--- src/pcg_defs.svh ---
// Constants of the peripheral clock gating block
// Function
// Deep-sleep enables bit 3 clocks the watchdog; clear leaves it unclocked and disabled.
// Watchdog access while its clock is off answers with a bus fault.
// Reserved bits of both gating registers are read-only and read as zero.
// Software ignores reserved bits and writes them back unchanged on read-modify-write.
// Each run-mode bit at 0x104 is one unit's clock enable.
// Access to a unit whose run-mode bit is clear gives a bus fault; the code checks the enable of the register set in force for the current mode.
// Run-mode gating register resets to all zero, every unit unclocked.
// Software enables the units it needs before touching them.
// Run register applies running, sleep register in sleep, deep-sleep register in deep sleep.
// Sleep registers apply only when the automatic gating bit is set.
// Bit 24 gates analog comparator 0.
// Bit 18 gates general-purpose timer 2.
// Bit 17 gates general-purpose timer 1.
// Bit 16 gates general-purpose timer 0.
// Bit 12 gates two-wire port 0.
// Bit 4 gates synchronous serial port 0.
// Bit 1 gates asynchronous serial port 1.
// Bit 0 gates asynchronous serial port 0.
// Unit clocks pass a glitch-free gate so no pulse is cut short.
`ifndef PCG_DEFS_SVH
`define PCG_DEFS_SVH

// ==================================================
// Register byte offsets
`define PCG_OFS_RUN_CFG 12'h060
`define PCG_OFS_RUN0 12'h100
`define PCG_OFS_RUN1 12'h104
`define PCG_OFS_SLP0 12'h110
`define PCG_OFS_SLP1 12'h114
`define PCG_OFS_DSL0 12'h120
`define PCG_OFS_DSL1 12'h124
`define PCG_OFS_STATUS 12'h130

// ==================================================
// Field positions
`define PCG_BIT_WATCHDOG 3
`define PCG_BIT_COMPARATOR_ZERO_GATE 24
`define PCG_BIT_GPT2 18
`define PCG_BIT_GPT1 17
`define PCG_BIT_GPT0 16
`define PCG_BIT_TWI0 12
`define PCG_BIT_SSP0 4
`define PCG_BIT_ASP1 1
`define PCG_BIT_ASP0 0
`define PCG_BIT_AUTO_GATE 27
`define PCG_STAT_MODE_LSB 16

// ==================================================
// Writable masks and reset values
`define PCG_MASK_REG1 32'h0107_1013
`define PCG_MASK_REG0 32'h0000_0008
`define PCG_MASK_CFG 32'h0800_0000
`define PCG_RST_REG1 32'h0000_0000
`define PCG_RST_REG0 32'h0000_0000
`define PCG_RST_CFG 32'h0000_0000

// ==================================================
// Avalon response codes
`define PCG_RESP_OKAY 2'h0
`define PCG_RESP_SLVERR 2'h2
`define PCG_RESP_DECERR 2'h3

`endif

--- src/pcg_pkg.sv ---
// Types of the peripheral clock gating block
package pcg_pkg;
    // Number of gated units
    localparam int PCG_UNITS = 9;
    // Unit index order on the unit vectors
    typedef enum logic [3:0] {
        PCG_U_ASP0,
        PCG_U_ASP1,
        PCG_U_SSP0,
        PCG_U_TWI0,
        PCG_U_GPT0,
        PCG_U_GPT1,
        PCG_U_GPT2,
        PCG_U_COMPARATOR_ZERO_GATE,
        PCG_U_WDOG
    } pcg_unit_t;
    // Power mode in force
    typedef enum logic [1:0] {
        PCG_MODE_RUN,
        PCG_MODE_SLEEP,
        PCG_MODE_DEEP
    } pcg_mode_t;
    // Bus slave states
    typedef enum logic {
        PCG_BUS_IDLE,
        PCG_BUS_ACK
    } pcg_bus_t;
endpackage

--- src/pcg_top.sv ---
// Peripheral clock gating registers, mode selection and unit fault checks
//
// Implementation choice: the Avalon-MM interface to the registers.
`timescale 1ns/1ps
`include "pcg_defs.svh"
module pcg_top
    import pcg_pkg::*;
(
    input wire logic clk, // System clock, 100 MHz
    input wire logic rst, // Synchronous reset, high
    input wire logic [11:0] avs_address, // Byte address
    input wire logic avs_read, // Read request
    input wire logic avs_write, // Write request
    input wire logic [31:0] avs_writedata, // Write data
    input wire logic [3:0] avs_byteenable, // Byte lanes
    output logic [31:0] avs_readdata, // Read data
    output logic avs_waitrequest, // Stall, high
    output logic [1:0] avs_response, // Access answer
    input wire logic sleep_mode, // Core is in sleep
    input wire logic deep_sleep_mode, // Core is in deep sleep
    input wire logic unit_access, // Access to a unit this cycle
    input wire logic [8:0] unit_select, // One-hot target unit
    output logic unit_bus_fault, // Pulse: gated unit was accessed
    output logic [8:0] unit_fault_which, // Unit that faulted
    output logic [8:0] unit_enable, // Unit enabled, level
    output logic [8:0] unit_clk // Gated unit clocks
);
    // ==================================================
    // State

    pcg_bus_t bus_r;
    pcg_bus_t bus_nxt;
    logic [31:0] run0_r;
    logic [31:0] run0_nxt;
    logic [31:0] run1_r;
    logic [31:0] run1_nxt;
    logic [31:0] slp0_r;
    logic [31:0] slp0_nxt;
    logic [31:0] slp1_r;
    logic [31:0] slp1_nxt;
    logic [31:0] dsl0_r;
    logic [31:0] dsl0_nxt;
    logic [31:0] dsl1_r;
    logic [31:0] dsl1_nxt;
    logic [31:0] cfg_r;
    logic [31:0] cfg_nxt;
    logic [31:0] rdata_r;
    logic [31:0] rdata_nxt;
    logic [1:0] resp_r;
    logic [1:0] resp_nxt;
    logic wait_r;
    logic wait_nxt;
    logic [8:0] en_r;
    logic [8:0] en_nxt;
    pcg_mode_t mode_r;
    pcg_mode_t mode_nxt;
    logic fault_r;
    logic fault_nxt;
    logic [8:0] which_r;
    logic [8:0] which_nxt;

    // ==================================================
    // Helpers

    // Byte-lane write limited to implemented bits
    function automatic logic [31:0] lane_write(
        input logic [31:0] old,
        input logic [31:0] wdata,
        input logic [3:0] be,
        input logic [31:0] mask
    );
        logic [31:0] lanes;
        lanes = {{8{be[3]}}, {8{be[2]}}, {8{be[1]}}, {8{be[0]}}};
        lane_write = ((old & ~(lanes & mask)) | (wdata & lanes & mask)) & mask;
    endfunction

    // Unit vector from a pair of gating registers
    function automatic logic [8:0] units_of(
        input logic [31:0] reg0,
        input logic [31:0] reg1
    );
        logic [8:0] u;
        u = 9'h000;
        // Async port 0 enable
        u[PCG_U_ASP0] = reg1[`PCG_BIT_ASP0];
        // Async port 1 enable
        u[PCG_U_ASP1] = reg1[`PCG_BIT_ASP1];
        // Sync port enable
        u[PCG_U_SSP0] = reg1[`PCG_BIT_SSP0];
        // Two-wire port enable
        u[PCG_U_TWI0] = reg1[`PCG_BIT_TWI0];
        // Timer 0 enable
        u[PCG_U_GPT0] = reg1[`PCG_BIT_GPT0];
        // Timer 1 enable
        u[PCG_U_GPT1] = reg1[`PCG_BIT_GPT1];
        // Timer 2 enable
        u[PCG_U_GPT2] = reg1[`PCG_BIT_GPT2];
        // Comparator enable
        u[PCG_U_COMPARATOR_ZERO_GATE] = reg1[`PCG_BIT_COMPARATOR_ZERO_GATE];
        // Watchdog enable
        u[PCG_U_WDOG] = reg0[`PCG_BIT_WATCHDOG];
        units_of = u;
    endfunction

    // Address is one of the mapped registers
    function automatic logic is_mapped(input logic [11:0] a);
        case (a)
            `PCG_OFS_RUN_CFG, `PCG_OFS_RUN0, `PCG_OFS_RUN1, `PCG_OFS_SLP0,
            `PCG_OFS_SLP1, `PCG_OFS_DSL0, `PCG_OFS_DSL1, `PCG_OFS_STATUS: begin
                is_mapped = 1'b1;
            end
            default: begin
                is_mapped = 1'b0;
            end
        endcase
    endfunction

    // ==================================================
    // Register bus slave

    // One wait state, then answer; write lands on the answering edge
    always_comb begin
        bus_nxt = bus_r;
        wait_nxt = 1'b1;
        rdata_nxt = rdata_r;
        resp_nxt = resp_r;
        run0_nxt = run0_r;
        run1_nxt = run1_r;
        slp0_nxt = slp0_r;
        slp1_nxt = slp1_r;
        dsl0_nxt = dsl0_r;
        dsl1_nxt = dsl1_r;
        cfg_nxt = cfg_r;
        case (bus_r)
            PCG_BUS_IDLE: begin
                if (avs_read || avs_write) begin
                    bus_nxt = PCG_BUS_ACK;
                    wait_nxt = 1'b0;
                    resp_nxt = is_mapped(avs_address) ? `PCG_RESP_OKAY : `PCG_RESP_DECERR;
                    // Reserved bits read zero
                    case (avs_address)
                        `PCG_OFS_RUN_CFG: rdata_nxt = cfg_r & `PCG_MASK_CFG;
                        `PCG_OFS_RUN0: rdata_nxt = run0_r & `PCG_MASK_REG0;
                        `PCG_OFS_RUN1: rdata_nxt = run1_r & `PCG_MASK_REG1;
                        `PCG_OFS_SLP0: rdata_nxt = slp0_r & `PCG_MASK_REG0;
                        `PCG_OFS_SLP1: rdata_nxt = slp1_r & `PCG_MASK_REG1;
                        `PCG_OFS_DSL0: rdata_nxt = dsl0_r & `PCG_MASK_REG0;
                        `PCG_OFS_DSL1: rdata_nxt = dsl1_r & `PCG_MASK_REG1;
                        `PCG_OFS_STATUS: begin
                            rdata_nxt = 32'h0000_0000;
                            rdata_nxt[8:0] = en_r;
                            rdata_nxt[`PCG_STAT_MODE_LSB +: 2] = mode_r;
                        end
                        default: rdata_nxt = 32'h0000_0000;
                    endcase
                    if (avs_write) begin
                        rdata_nxt = 32'h0000_0000;
                    end
                end
            end
            PCG_BUS_ACK: begin
                bus_nxt = PCG_BUS_IDLE;
                wait_nxt = 1'b1;
                if (avs_write) begin
                    // Run enables written by software
                    case (avs_address)
                        `PCG_OFS_RUN_CFG: begin
                            cfg_nxt = lane_write(cfg_r, avs_writedata, avs_byteenable, `PCG_MASK_CFG);
                        end
                        `PCG_OFS_RUN0: begin
                            run0_nxt = lane_write(run0_r, avs_writedata, avs_byteenable, `PCG_MASK_REG0);
                        end
                        `PCG_OFS_RUN1: begin
                            run1_nxt = lane_write(run1_r, avs_writedata, avs_byteenable, `PCG_MASK_REG1);
                        end
                        `PCG_OFS_SLP0: begin
                            slp0_nxt = lane_write(slp0_r, avs_writedata, avs_byteenable, `PCG_MASK_REG0);
                        end
                        `PCG_OFS_SLP1: begin
                            slp1_nxt = lane_write(slp1_r, avs_writedata, avs_byteenable, `PCG_MASK_REG1);
                        end
                        `PCG_OFS_DSL0: begin
                            dsl0_nxt = lane_write(dsl0_r, avs_writedata, avs_byteenable, `PCG_MASK_REG0);
                        end
                        `PCG_OFS_DSL1: begin
                            dsl1_nxt = lane_write(dsl1_r, avs_writedata, avs_byteenable, `PCG_MASK_REG1);
                        end
                        default: begin
                            cfg_nxt = cfg_r;
                        end
                    endcase
                end
            end
            default: begin
                bus_nxt = PCG_BUS_IDLE;
            end
        endcase
    end

    // Bus and register flip-flops
    always_ff @(posedge clk) begin
        if (rst) begin
            bus_r <= PCG_BUS_IDLE;
            wait_r <= 1'b1;
            rdata_r <= 32'h0000_0000;
            resp_r <= `PCG_RESP_OKAY;
            // All units start unclocked
            run0_r <= `PCG_RST_REG0;
            run1_r <= `PCG_RST_REG1;
            slp0_r <= `PCG_RST_REG0;
            slp1_r <= `PCG_RST_REG1;
            dsl0_r <= `PCG_RST_REG0;
            dsl1_r <= `PCG_RST_REG1;
            cfg_r <= `PCG_RST_CFG;
        end else begin
            bus_r <= bus_nxt;
            wait_r <= wait_nxt;
            rdata_r <= rdata_nxt;
            resp_r <= resp_nxt;
            run0_r <= run0_nxt;
            run1_r <= run1_nxt;
            slp0_r <= slp0_nxt;
            slp1_r <= slp1_nxt;
            dsl0_r <= dsl0_nxt;
            dsl1_r <= dsl1_nxt;
            cfg_r <= cfg_nxt;
        end
    end

    // ==================================================
    // Mode selection and effective enables

    // Pick the register set for the current power mode
    always_comb begin
        if (deep_sleep_mode) begin
            mode_nxt = PCG_MODE_DEEP;
        end else if (sleep_mode) begin
            mode_nxt = PCG_MODE_SLEEP;
        end else begin
            mode_nxt = PCG_MODE_RUN;
        end
        // Mode picks the register set
        case (mode_nxt)
            PCG_MODE_RUN: en_nxt = units_of(run0_r, run1_r);
            PCG_MODE_SLEEP: begin
                // Sleep set needs auto gating
                en_nxt = cfg_r[`PCG_BIT_AUTO_GATE] ? units_of(slp0_r, slp1_r) : units_of(run0_r, run1_r);
            end
            PCG_MODE_DEEP: begin
                en_nxt = cfg_r[`PCG_BIT_AUTO_GATE] ? units_of(dsl0_r, dsl1_r) : units_of(run0_r, run1_r);
            end
            default: en_nxt = 9'h000;
        endcase
    end

    // Unit access check against the gated state
    always_comb begin
        // Gated unit access faults
        which_nxt = unit_access ? (unit_select & ~en_r) : 9'h000;
        // Watchdog included in check
        fault_nxt = |which_nxt;
    end

    // Enable and fault flip-flops
    always_ff @(posedge clk) begin
        if (rst) begin
            en_r <= 9'h000;
            mode_r <= PCG_MODE_RUN;
            fault_r <= 1'b0;
            which_r <= 9'h000;
        end else begin
            en_r <= en_nxt;
            mode_r <= mode_nxt;
            fault_r <= fault_nxt;
            which_r <= which_nxt;
        end
    end

    // ==================================================
    // Unit clock gates

    genvar gi;
    generate
        for (gi = 0; gi < PCG_UNITS; gi++) begin : g_gate
            pcg_clock_gate u_gate (
                .clk(clk),
                .rst(rst),
                .enable(en_r[gi]),
                .gated_clk(unit_clk[gi])
            );
        end
    endgenerate

    // Outputs
    assign avs_readdata = rdata_r;
    assign avs_waitrequest = wait_r;
    assign avs_response = resp_r;
    assign unit_enable = en_r;
    assign unit_bus_fault = fault_r;
    assign unit_fault_which = which_r;
endmodule

--- src/pcg_clock_gate.sv ---
// Glitch-free clock gate for one unit
`timescale 1ns/1ps
module pcg_clock_gate (
    input wire logic clk, // System clock
    input wire logic rst, // Synchronous reset, high
    input wire logic enable, // Gate enable, clk domain
    output logic gated_clk // Gated unit clock
);
    logic en_low_r;
    logic en_low_nxt;

    // Enable only changes while clk is low
    always_comb begin
        en_low_nxt = rst ? 1'b0 : enable;
    end

    // Falling-edge enable capture
    always_ff @(negedge clk) begin
        en_low_r <= en_low_nxt;
    end

    // Clock passes only in whole high phases
    assign gated_clk = clk & en_low_r;
endmodule

--- config.mk ---
export PLATFORM = sky130hd
export DESIGN_NAME = pcg_top
export DESIGN_NICKNAME = d
export VERILOG_FILES = /design/src/pcg_pkg.sv /design/src/pcg_top.sv /design/src/pcg_clock_gate.sv
export VERILOG_INCLUDE_DIRS = /design/src
export SDC_FILE = /design/constraint.sdc
export NUM_CORES = 1
export LEC_CHECK = 0
export BUFFER_PORTS_ARGS = -buffer_cell sky130_fd_sc_hd__buf_2
export CORE_ASPECT_RATIO = 0.6
export CORE_MARGIN = 8
export CORE_UTILIZATION = 45
export DETAILED_ROUTE_END_ITERATION = 8
export PLACE_DENSITY = 0.76
export SLEW_MARGIN = 15
export SYNTH_ARGS = -nofsm -noshare
export SYNTH_HDL_FRONTEND = slang
export SYNTH_HIERARCHICAL = 1
export SYNTH_SLANG_ARGS = --single-unit
--- constraint.sdc ---
create_clock -name clk -period 2 [get_ports clk]
set_clock_uncertainty 0.2 [all_clocks]
set_input_delay 0 -clock clk [delete_from_list [all_inputs] [get_ports clk]]
set_output_delay 0 -clock clk [all_outputs]
set_load 0.03 [all_outputs]
Word-level counts from Yosys, hierarchy flattened
Cells that the tools add are included.
Cells by class
  add/subtract/negate cells: 0
  multiply operators: 0
  div/mod/pow operators: 0
  magnitude comparators: 0
  eq/ne operators: 10
  shift operators: 0
  multiplexer cells: 16
  bitwise operators: 30
  reduce and logical (&&, ||, !) cells: 12
Operator list (count)
  $pmux W28 S8: 1
  $eq A12 B9 Y1 const B: 7
  $and A25 B25 Y25: 3
  $or A25 B25 Y25: 3
  $and A28 B28 Y28: 2
  $mux W32: 1
  $not A28 Y28: 1
  $or A28 B28 Y28: 1
  $mux W9: 3
  $pmux W9 S3: 1
  $not A25 Y25: 1
  $reduce_and A3 Y1: 7
  $and A4 B4 Y4: 3
  $eq A12 B7 Y1 const B: 1
  $or A4 B4 Y4: 3
  $and A1 B1 Y1: 9
  $and A9 B9 Y9: 1
  $not A9 Y9: 1
  $reduce_or A9 Y1: 1
  $reduce_or A8 Y1: 1
  $mux W1: 6
  $mux W2: 2
  $not A4 Y4: 1
  $pmux W1 S2: 2
  6 further kinds: 6
Storage, ports and cells
  bits in registers: 94
  latch bits: 0
  RAM bits: 0
  bits in read-only memories: 0
  output and inout port bits: 63
  logic and storage cells: 92
  memories kept: 0

Depth between registers and ports, before layout
Gate-level depths: netlist of run 1.
  word-level depth: 6
  mapped depth: 7

By module
Netlist of run 1, hierarchy kept.
By module, submodules not included
  pcg_top: times used 1, cells each 358, area an instance 3213.1 um^2
  pcg_clock_gate: times used 9, cells each 4, area an instance 38.8 um^2

==> results of run 1 <==
## path summary, 6_finish.rpt
kind / from / endpoint / cells after the start
max: g_gate[8].u_gate/en_low_r / unit_clk[8] / 2
min: avs_address[5] / avs_readdata[17] / 4
max reg2reg: bus_r / avs_readdata[4] / 5
min reg2reg: avs_readdata[4] / avs_readdata[4] / 2
## layout by cell type, fill, tap and decap left out, types with 7 or more instances in the layout
master,instances
conb_1,17
dfxtp_1,70
nand4_1,15
a21oi_1,7
buf_2,78
mux2i_1,42
nand2_1,9
clkbuf_16,14
buf_4,37
dlygate4sd3_1,47
nor2b_2,9
buf_6,9
nand2b_1,17
nor3_1,20
inv_1,17
nor2_1,53
a211oi_1,9
and2_4,9
## power groups by stage
stage / Combinational, mW / Sequential (mW) / Clock [mW]
3_5_place_dp: 0.312 / 1.57 / 0.0563
5_1_grt: 0.426 / 1.54 / 2.24
3_3_place_gp: 0.306 / 1.57 / 0.0563
2_1_floorplan: 0.190 / 1.59 / 0.0563
4_1_cts: 0.380 / 1.54 / 2.12
6_report: 0.405 / 1.54 / 2.11
## tightest hold or removal path: stages
cell and delay (ps):
buf_2 180, nand2_1 140, o32a_1 210, o21ai_1 70
## kinds of logic (layout without fill, tap and decap cells)
| kind of cell | count (synthesis) | count (layout) | synth area share (%) |
|---|---|---|---|
| buffers and inverters | 55 | 209 | 7.76 |
| muxes | 43 | 43 | 12.1 |
| and+or+nand+nor | 170 | 170 | 26.9 |
| DFF | 76 | 76 | 42.7 |
| AOI/OAI and AO/OA | 49 | 49 | 10.4 |
| other | 1 | 18 | 0.105 |
## per-layer routing
layer	wire [µm]	vias to the layer above	share of wire, %
met1	5230	1737	40
met3	1680	53	13
met5	0	-	0
met2	5850	267	44
met4	462	0	3.5
li1	-	1690	-
## cell type report
type	count	area (µm²)	area share (%)
clock buffer	25	459	8.75
clock inverter	14	67.6	1.29
antenna	1	2.50	0.0477
inverter	8	30.0	0.572
timing repair buffer	162	1140	21.7
multi-input combinational	279	1890	36.0
sequential	76	1530	29.1
tap	108	135	2.57
## repair_timing
item,CTS,global route
pin swaps,2,7
resized for setup,29,13
hold endpoints to repair,65,0
hold buffers,48,0
buffers inserted,0,2
endpoints found under the setup margin,19,29
==> flow_metrics.tcl, run 1 <==
set metrics [dict create \
    status "finished, violations left" \
    violations "hold timing, setup timing" \
    vias_per_cell 5.57 \
    finalSetupViolations 18 \
    routabilityCongestion 0.918 \
    synth_common_cells "dfxtp_1 (76), nor2_1 (53), mux2i_1 (42), nor3_1 (21), buf_4 (18)" \
    rows 25 \
    fin_util_pct 67.4 \
    nets 622 \
    use_met3_pct 11.1 \
    async_flop_share_pct 0 \
    endpoint_kind "output pin" \
    core_area_um2 7790 \
    path_max_fanout 1 \
    use_met1_pct 28.6 \
    design.portCount 127 \
    fp.dieW_um 131 \
    grt_max_degree 40 \
    final_area_um2 5250 \
    nFillCells 603 \
    slew_viol_final 0 \
    grt_antenna_before_repair 1 \
    seq_power_share_pct 37.9 \
    hold_viol 1 \
    synth_most_common_cell "dfxtp_1" \
    synth_area_um2 3560 \
    yosysSeqAreaShare_pct 42.7 \
    p_clk_share_pct 52.1 \
    wl_per_cell_um 19.7 \
    grt_pass1_wl_um 20100 \
    placed_area_um2 4240 \
    rsz0062_at_grt "yes" \
    setup_ws_ps -326 \
    ys.flop_type "dfxtp_1" \
    ant_nets 0 \
    dp.cells 602 \
    cap_violations 0 \
    vdd_ir_drop_max_v 0.000521 \
    io_buffers 87 \
    syn_inst 394 \
    drt_iter0_drc 438 \
    grt_use_total_pct 24.2 \
    yosys_warnings 6 \
    timing.hold.ws_ps -7.61 \
    initial_core_util_pct 45.7 \
    yosysTopAreaCell "dfxtp_1" \
    die-area_um2 11100 \
    syn_to_final_growth_pct 47.4 \
    overflow 0 \
    synthDistinctLibCells 49 \
    powerDensity_nw_per_um2 773 \
    tns_ps -2560 \
    tightestPinTransition_ps 710 \
    synth-seq-cells 76 \
    synth_top_cell_area_share_pct 42.7 \
    p_total_mw 4.06 \
    worstPathRequired_ps 1800 \
    cpPeakStageDelay_ps 320 \
    drive_gt1_share_pct 32.6 \
    power.leakage_nw 2.20 \
    drt-total-wl_um 13200 \
    first_global_vias 3857 \
    crit_slowest_cell "dfxtp_2" \
    critPathTopFamily "flip-flops" \
    cts_tree "built" \
    clk_latency_ps 460 \
    first_pass_iters 6 \
    preCtsSetupSlack_ps -204 \
    via_count 3747 \
    synthTopCellsByArea "dfxtp_1 (43%), mux2i_1 (12%), nor2_1 (5.6%), buf_4 (3.8%), nand2b_1 (3.0%)" \
    grt_most_used_layer "met2" \
    arrival_ps 2130 \
    synth_edf_count 0 \
    path_cells "and2_4 -> buf_6" \
    swShare_pct 26.6 \
    comb_power_share_pct 10.0 \
    cp_num_buf_inv 1 \
    min-delay-path-class "in2reg" \
    start_kind "flip-flop" \
    dp_hpwl_um 8450 \
    regToRegSetupSlack_ps 20 \
    clkSlewWorstSetupHoldPaths_ps 60 \
    die_height_um 84.9 \
    internal-power_mw 2.97 \
    drc 0 \
    crit_type "reg2out" \
    grt_use_met2_pct 35.4 \
    avgSynthCellArea_um2 9.04 \
    final_cell_count_no_fill 673 \
    max_slew_margin_pct 52.2 \
    p_switching_mw 1.08 \
]
(Power assumes the default switching activity.)
==> inputs of run 2 (changes only) <==
--- a/config.mk
+++ b/config.mk
@@ -10,10 +10,10 @@
 export CORE_ASPECT_RATIO = 0.6
 export CORE_MARGIN = 8
 export CORE_UTILIZATION = 45
+export CTS_CLUSTER_DIAMETER = 120
 export DETAILED_ROUTE_END_ITERATION = 8
-export PLACE_DENSITY = 0.76
+export PLACE_DENSITY = 0.81
 export SLEW_MARGIN = 15
 export SYNTH_ARGS = -nofsm -noshare
 export SYNTH_HDL_FRONTEND = slang
-export SYNTH_HIERARCHICAL = 1
 export SYNTH_SLANG_ARGS = --single-unit
==> flow_metrics.tcl, run 2 <==
set metrics [dict create \
    worstReg2RegStart "bus_r" \
    min-delay-path-class "in2reg" \
    die-area_um2 11100 \
    powerDensity_nw_per_um2 801 \
    synthTopCellsByArea "dfxtp_1 (43%), buf_4 (7.6%), mux2i_1 (7.3%), nor2_1 (5.5%), a22o_1 (4.4%)" \
    die_height_um 85.0 \
    arrival_ps 2100 \
    crit_slowest_cell "dfxtp_2" \
    vias_per_cell 5.53 \
    yosys_warnings 0 \
    ant_nets 0 \
    final_area_um2 5110 \
    synth_common_cells "dfxtp_1 (76), nor2_1 (52), buf_4 (36), mux2i_1 (26), o21ai_0 (21)" \
    fin_util_pct 65.6 \
    syn_inst 392 \
    clk_latency_ps 440 \
    yosysSeqAreaShare_pct 42.6 \
    cts_tree "built" \
    ys.flop_type "dfxtp_1" \
    routabilityCongestion 0.900 \
    regToRegSetupSlack_ps 200 \
    rsz0062_at_grt "yes" \
    path_cells "and2_4 -> buf_6" \
    hold_depth 6 \
    synth_edf_count 0 \
    grt_use_total_pct 21.4 \
    reg2reg_depth 4 \
    tightestPinTransition_ps 872 \
    synth_most_common_cell "dfxtp_1" \
    cpPeakStageDelay_ps 320 \
    grt_antenna_before_repair 0 \
    nFillCells 589 \
    preCtsSetupSlack_ps 74.4 \
    power.leakage_nw 2.35 \
    tns_ps -2720 \
    synth_top_cell_area_share_pct 42.6 \
    min_from "avs_address[0]" \
    status "finished, violations left" \
    yosysTopAreaCell "dfxtp_1" \
    synth-seq-cells 76 \
    violations "hold timing, setup timing" \
    drt-total-wl_um 12000 \
    drt_iter0_drc 367 \
    synth_area_um2 3570 \
    final_cell_count_no_fill 651 \
    syn_to_final_growth_pct 43.0 \
    rows 25 \
    core_area_um2 7790 \
    start_kind "flip-flop" \
    io_buffers 87 \
    layout_commonest_cell "buf_2" \
    fp.dieW_um 131 \
    cap_violations 0 \
    timing.hold.ws_ps -56.9 \
    setup_ws_ps -300 \
    path_max_fanout 1 \
    hold_viol 5 \
    synthDistinctLibCells 46 \
    wl_per_cell_um 18.4 \
    grt_max_degree 40 \
    drc 0 \
    vdd_ir_drop_max_v 0.000548 \
    worstPathRequired_ps 1800 \
    overflow 0 \
    antenna_cells 0 \
    placed_area_um2 3990 \
    dp.cells 567 \
    initial_core_util_pct 45.9 \
    finalSetupViolations 19 \
    design.portCount 127 \
    p_total_mw 4.09 \
    mostFrequentLayoutCells "buf_2 (78), dfxtp_1 (69), nor2_1 (52)" \
    max_slew_margin_pct 41.6 \
    endpoint_kind "output pin" \
    avgSynthCellArea_um2 9.12 \
    grt_pass1_wl_um 18400 \
    first_global_vias 3729 \
    nets 601 \
    dp_hpwl_um 8070 \
    slew_viol_final 0 \
    crit_type "reg2out" \
    async_flop_share_pct 0 \
    clkSlewWorstSetupHoldPaths_ps 60 \
    via_count 3602 \
    drive_gt1_share_pct 29.8 \
    postCtsHoldBufs 53 \
    first_pass_iters 4 \
]
==> run 2: worst max-delay path: cells and delay by family (launching register included) <==
kind,cells,cell delay [ps]
buffers and inverters,1,120
and+or+nand+nor,1,130
DFF,1,320
==> run 2: cell families (layout without fill, tap and decap cells) <==
| logic type | count (synthesis) | after routing | share of synthesized area [%] |
|---|---|---|---|
| multiplexers | 27 | 27 | 7.91 |
| buffers and inverters | 63 | 198 | 11.1 |
| other | 1 | 17 | 0.105 |
| flip-flops | 76 | 76 | 42.6 |
| AND/OR/NAND/NOR | 153 | 153 | 24.1 |
| AO/OA/AOI/OAI | 72 | 72 | 14.3 |
==> run 2: repair_timing <==
item                       in CTS  in global routing
hold endpoints to repair       58                  5
buffers inserted                0                  4
resized for setup              30                 13
pin swaps                       8                  2
setup endpoints to repair      18                 46
==> run 2: where the power goes <==
| group | switching (mW) | internal (mW) |
|---|---|---|
| clock | 0.796 | 1.38 |
| combinational | 0.238 | 0.144 |
| sequential | 0.00928 | 1.53 |
==> run 2: how the worst max path moves through the flow <==
stage	startpoint	to	slack [ps]	depth (start not counted)
6_report	g_gate[6].u_gate.en_low_r	unit_clk[6]	-300	2
5_1_grt	g_gate[6].u_gate.en_low_r	unit_clk[6]	-330	2
4_1_cts	g_gate[7].u_gate.en_low_r	unit_clk[7]	-290	2
3_5_place_dp	avs_address[7]	flip-flop	70	5
3_3_place_gp	avs_address[7]	flip-flop	120	5
2_1_floorplan	rst	g_gate[0].u_gate.en_low_r	140	3
==> run 2: area by class of cell <==
class                      instances  area, µm²  area share [%]
inverter                           5       18.8           0.367
multi-input combinational        269       1780            34.9
clock buffer                      25        480            9.40
clock inverter                    14       70.1            1.37
tap                              108        135            2.65
sequential                        76       1530            30.0
timing repair buffer             154       1090            21.4
==> run 2: per-layer routing <==
layer / global-route usage, % / up-vias / share of wire, %
met5: 0 / - / 0
met4: 10.5 / 0 / 2.0
met3: 8.51 / 36 / 11
met2: 32.3 / 231 / 46
met1: 25.8 / 1698 / 41
li1: - / 1637 / -
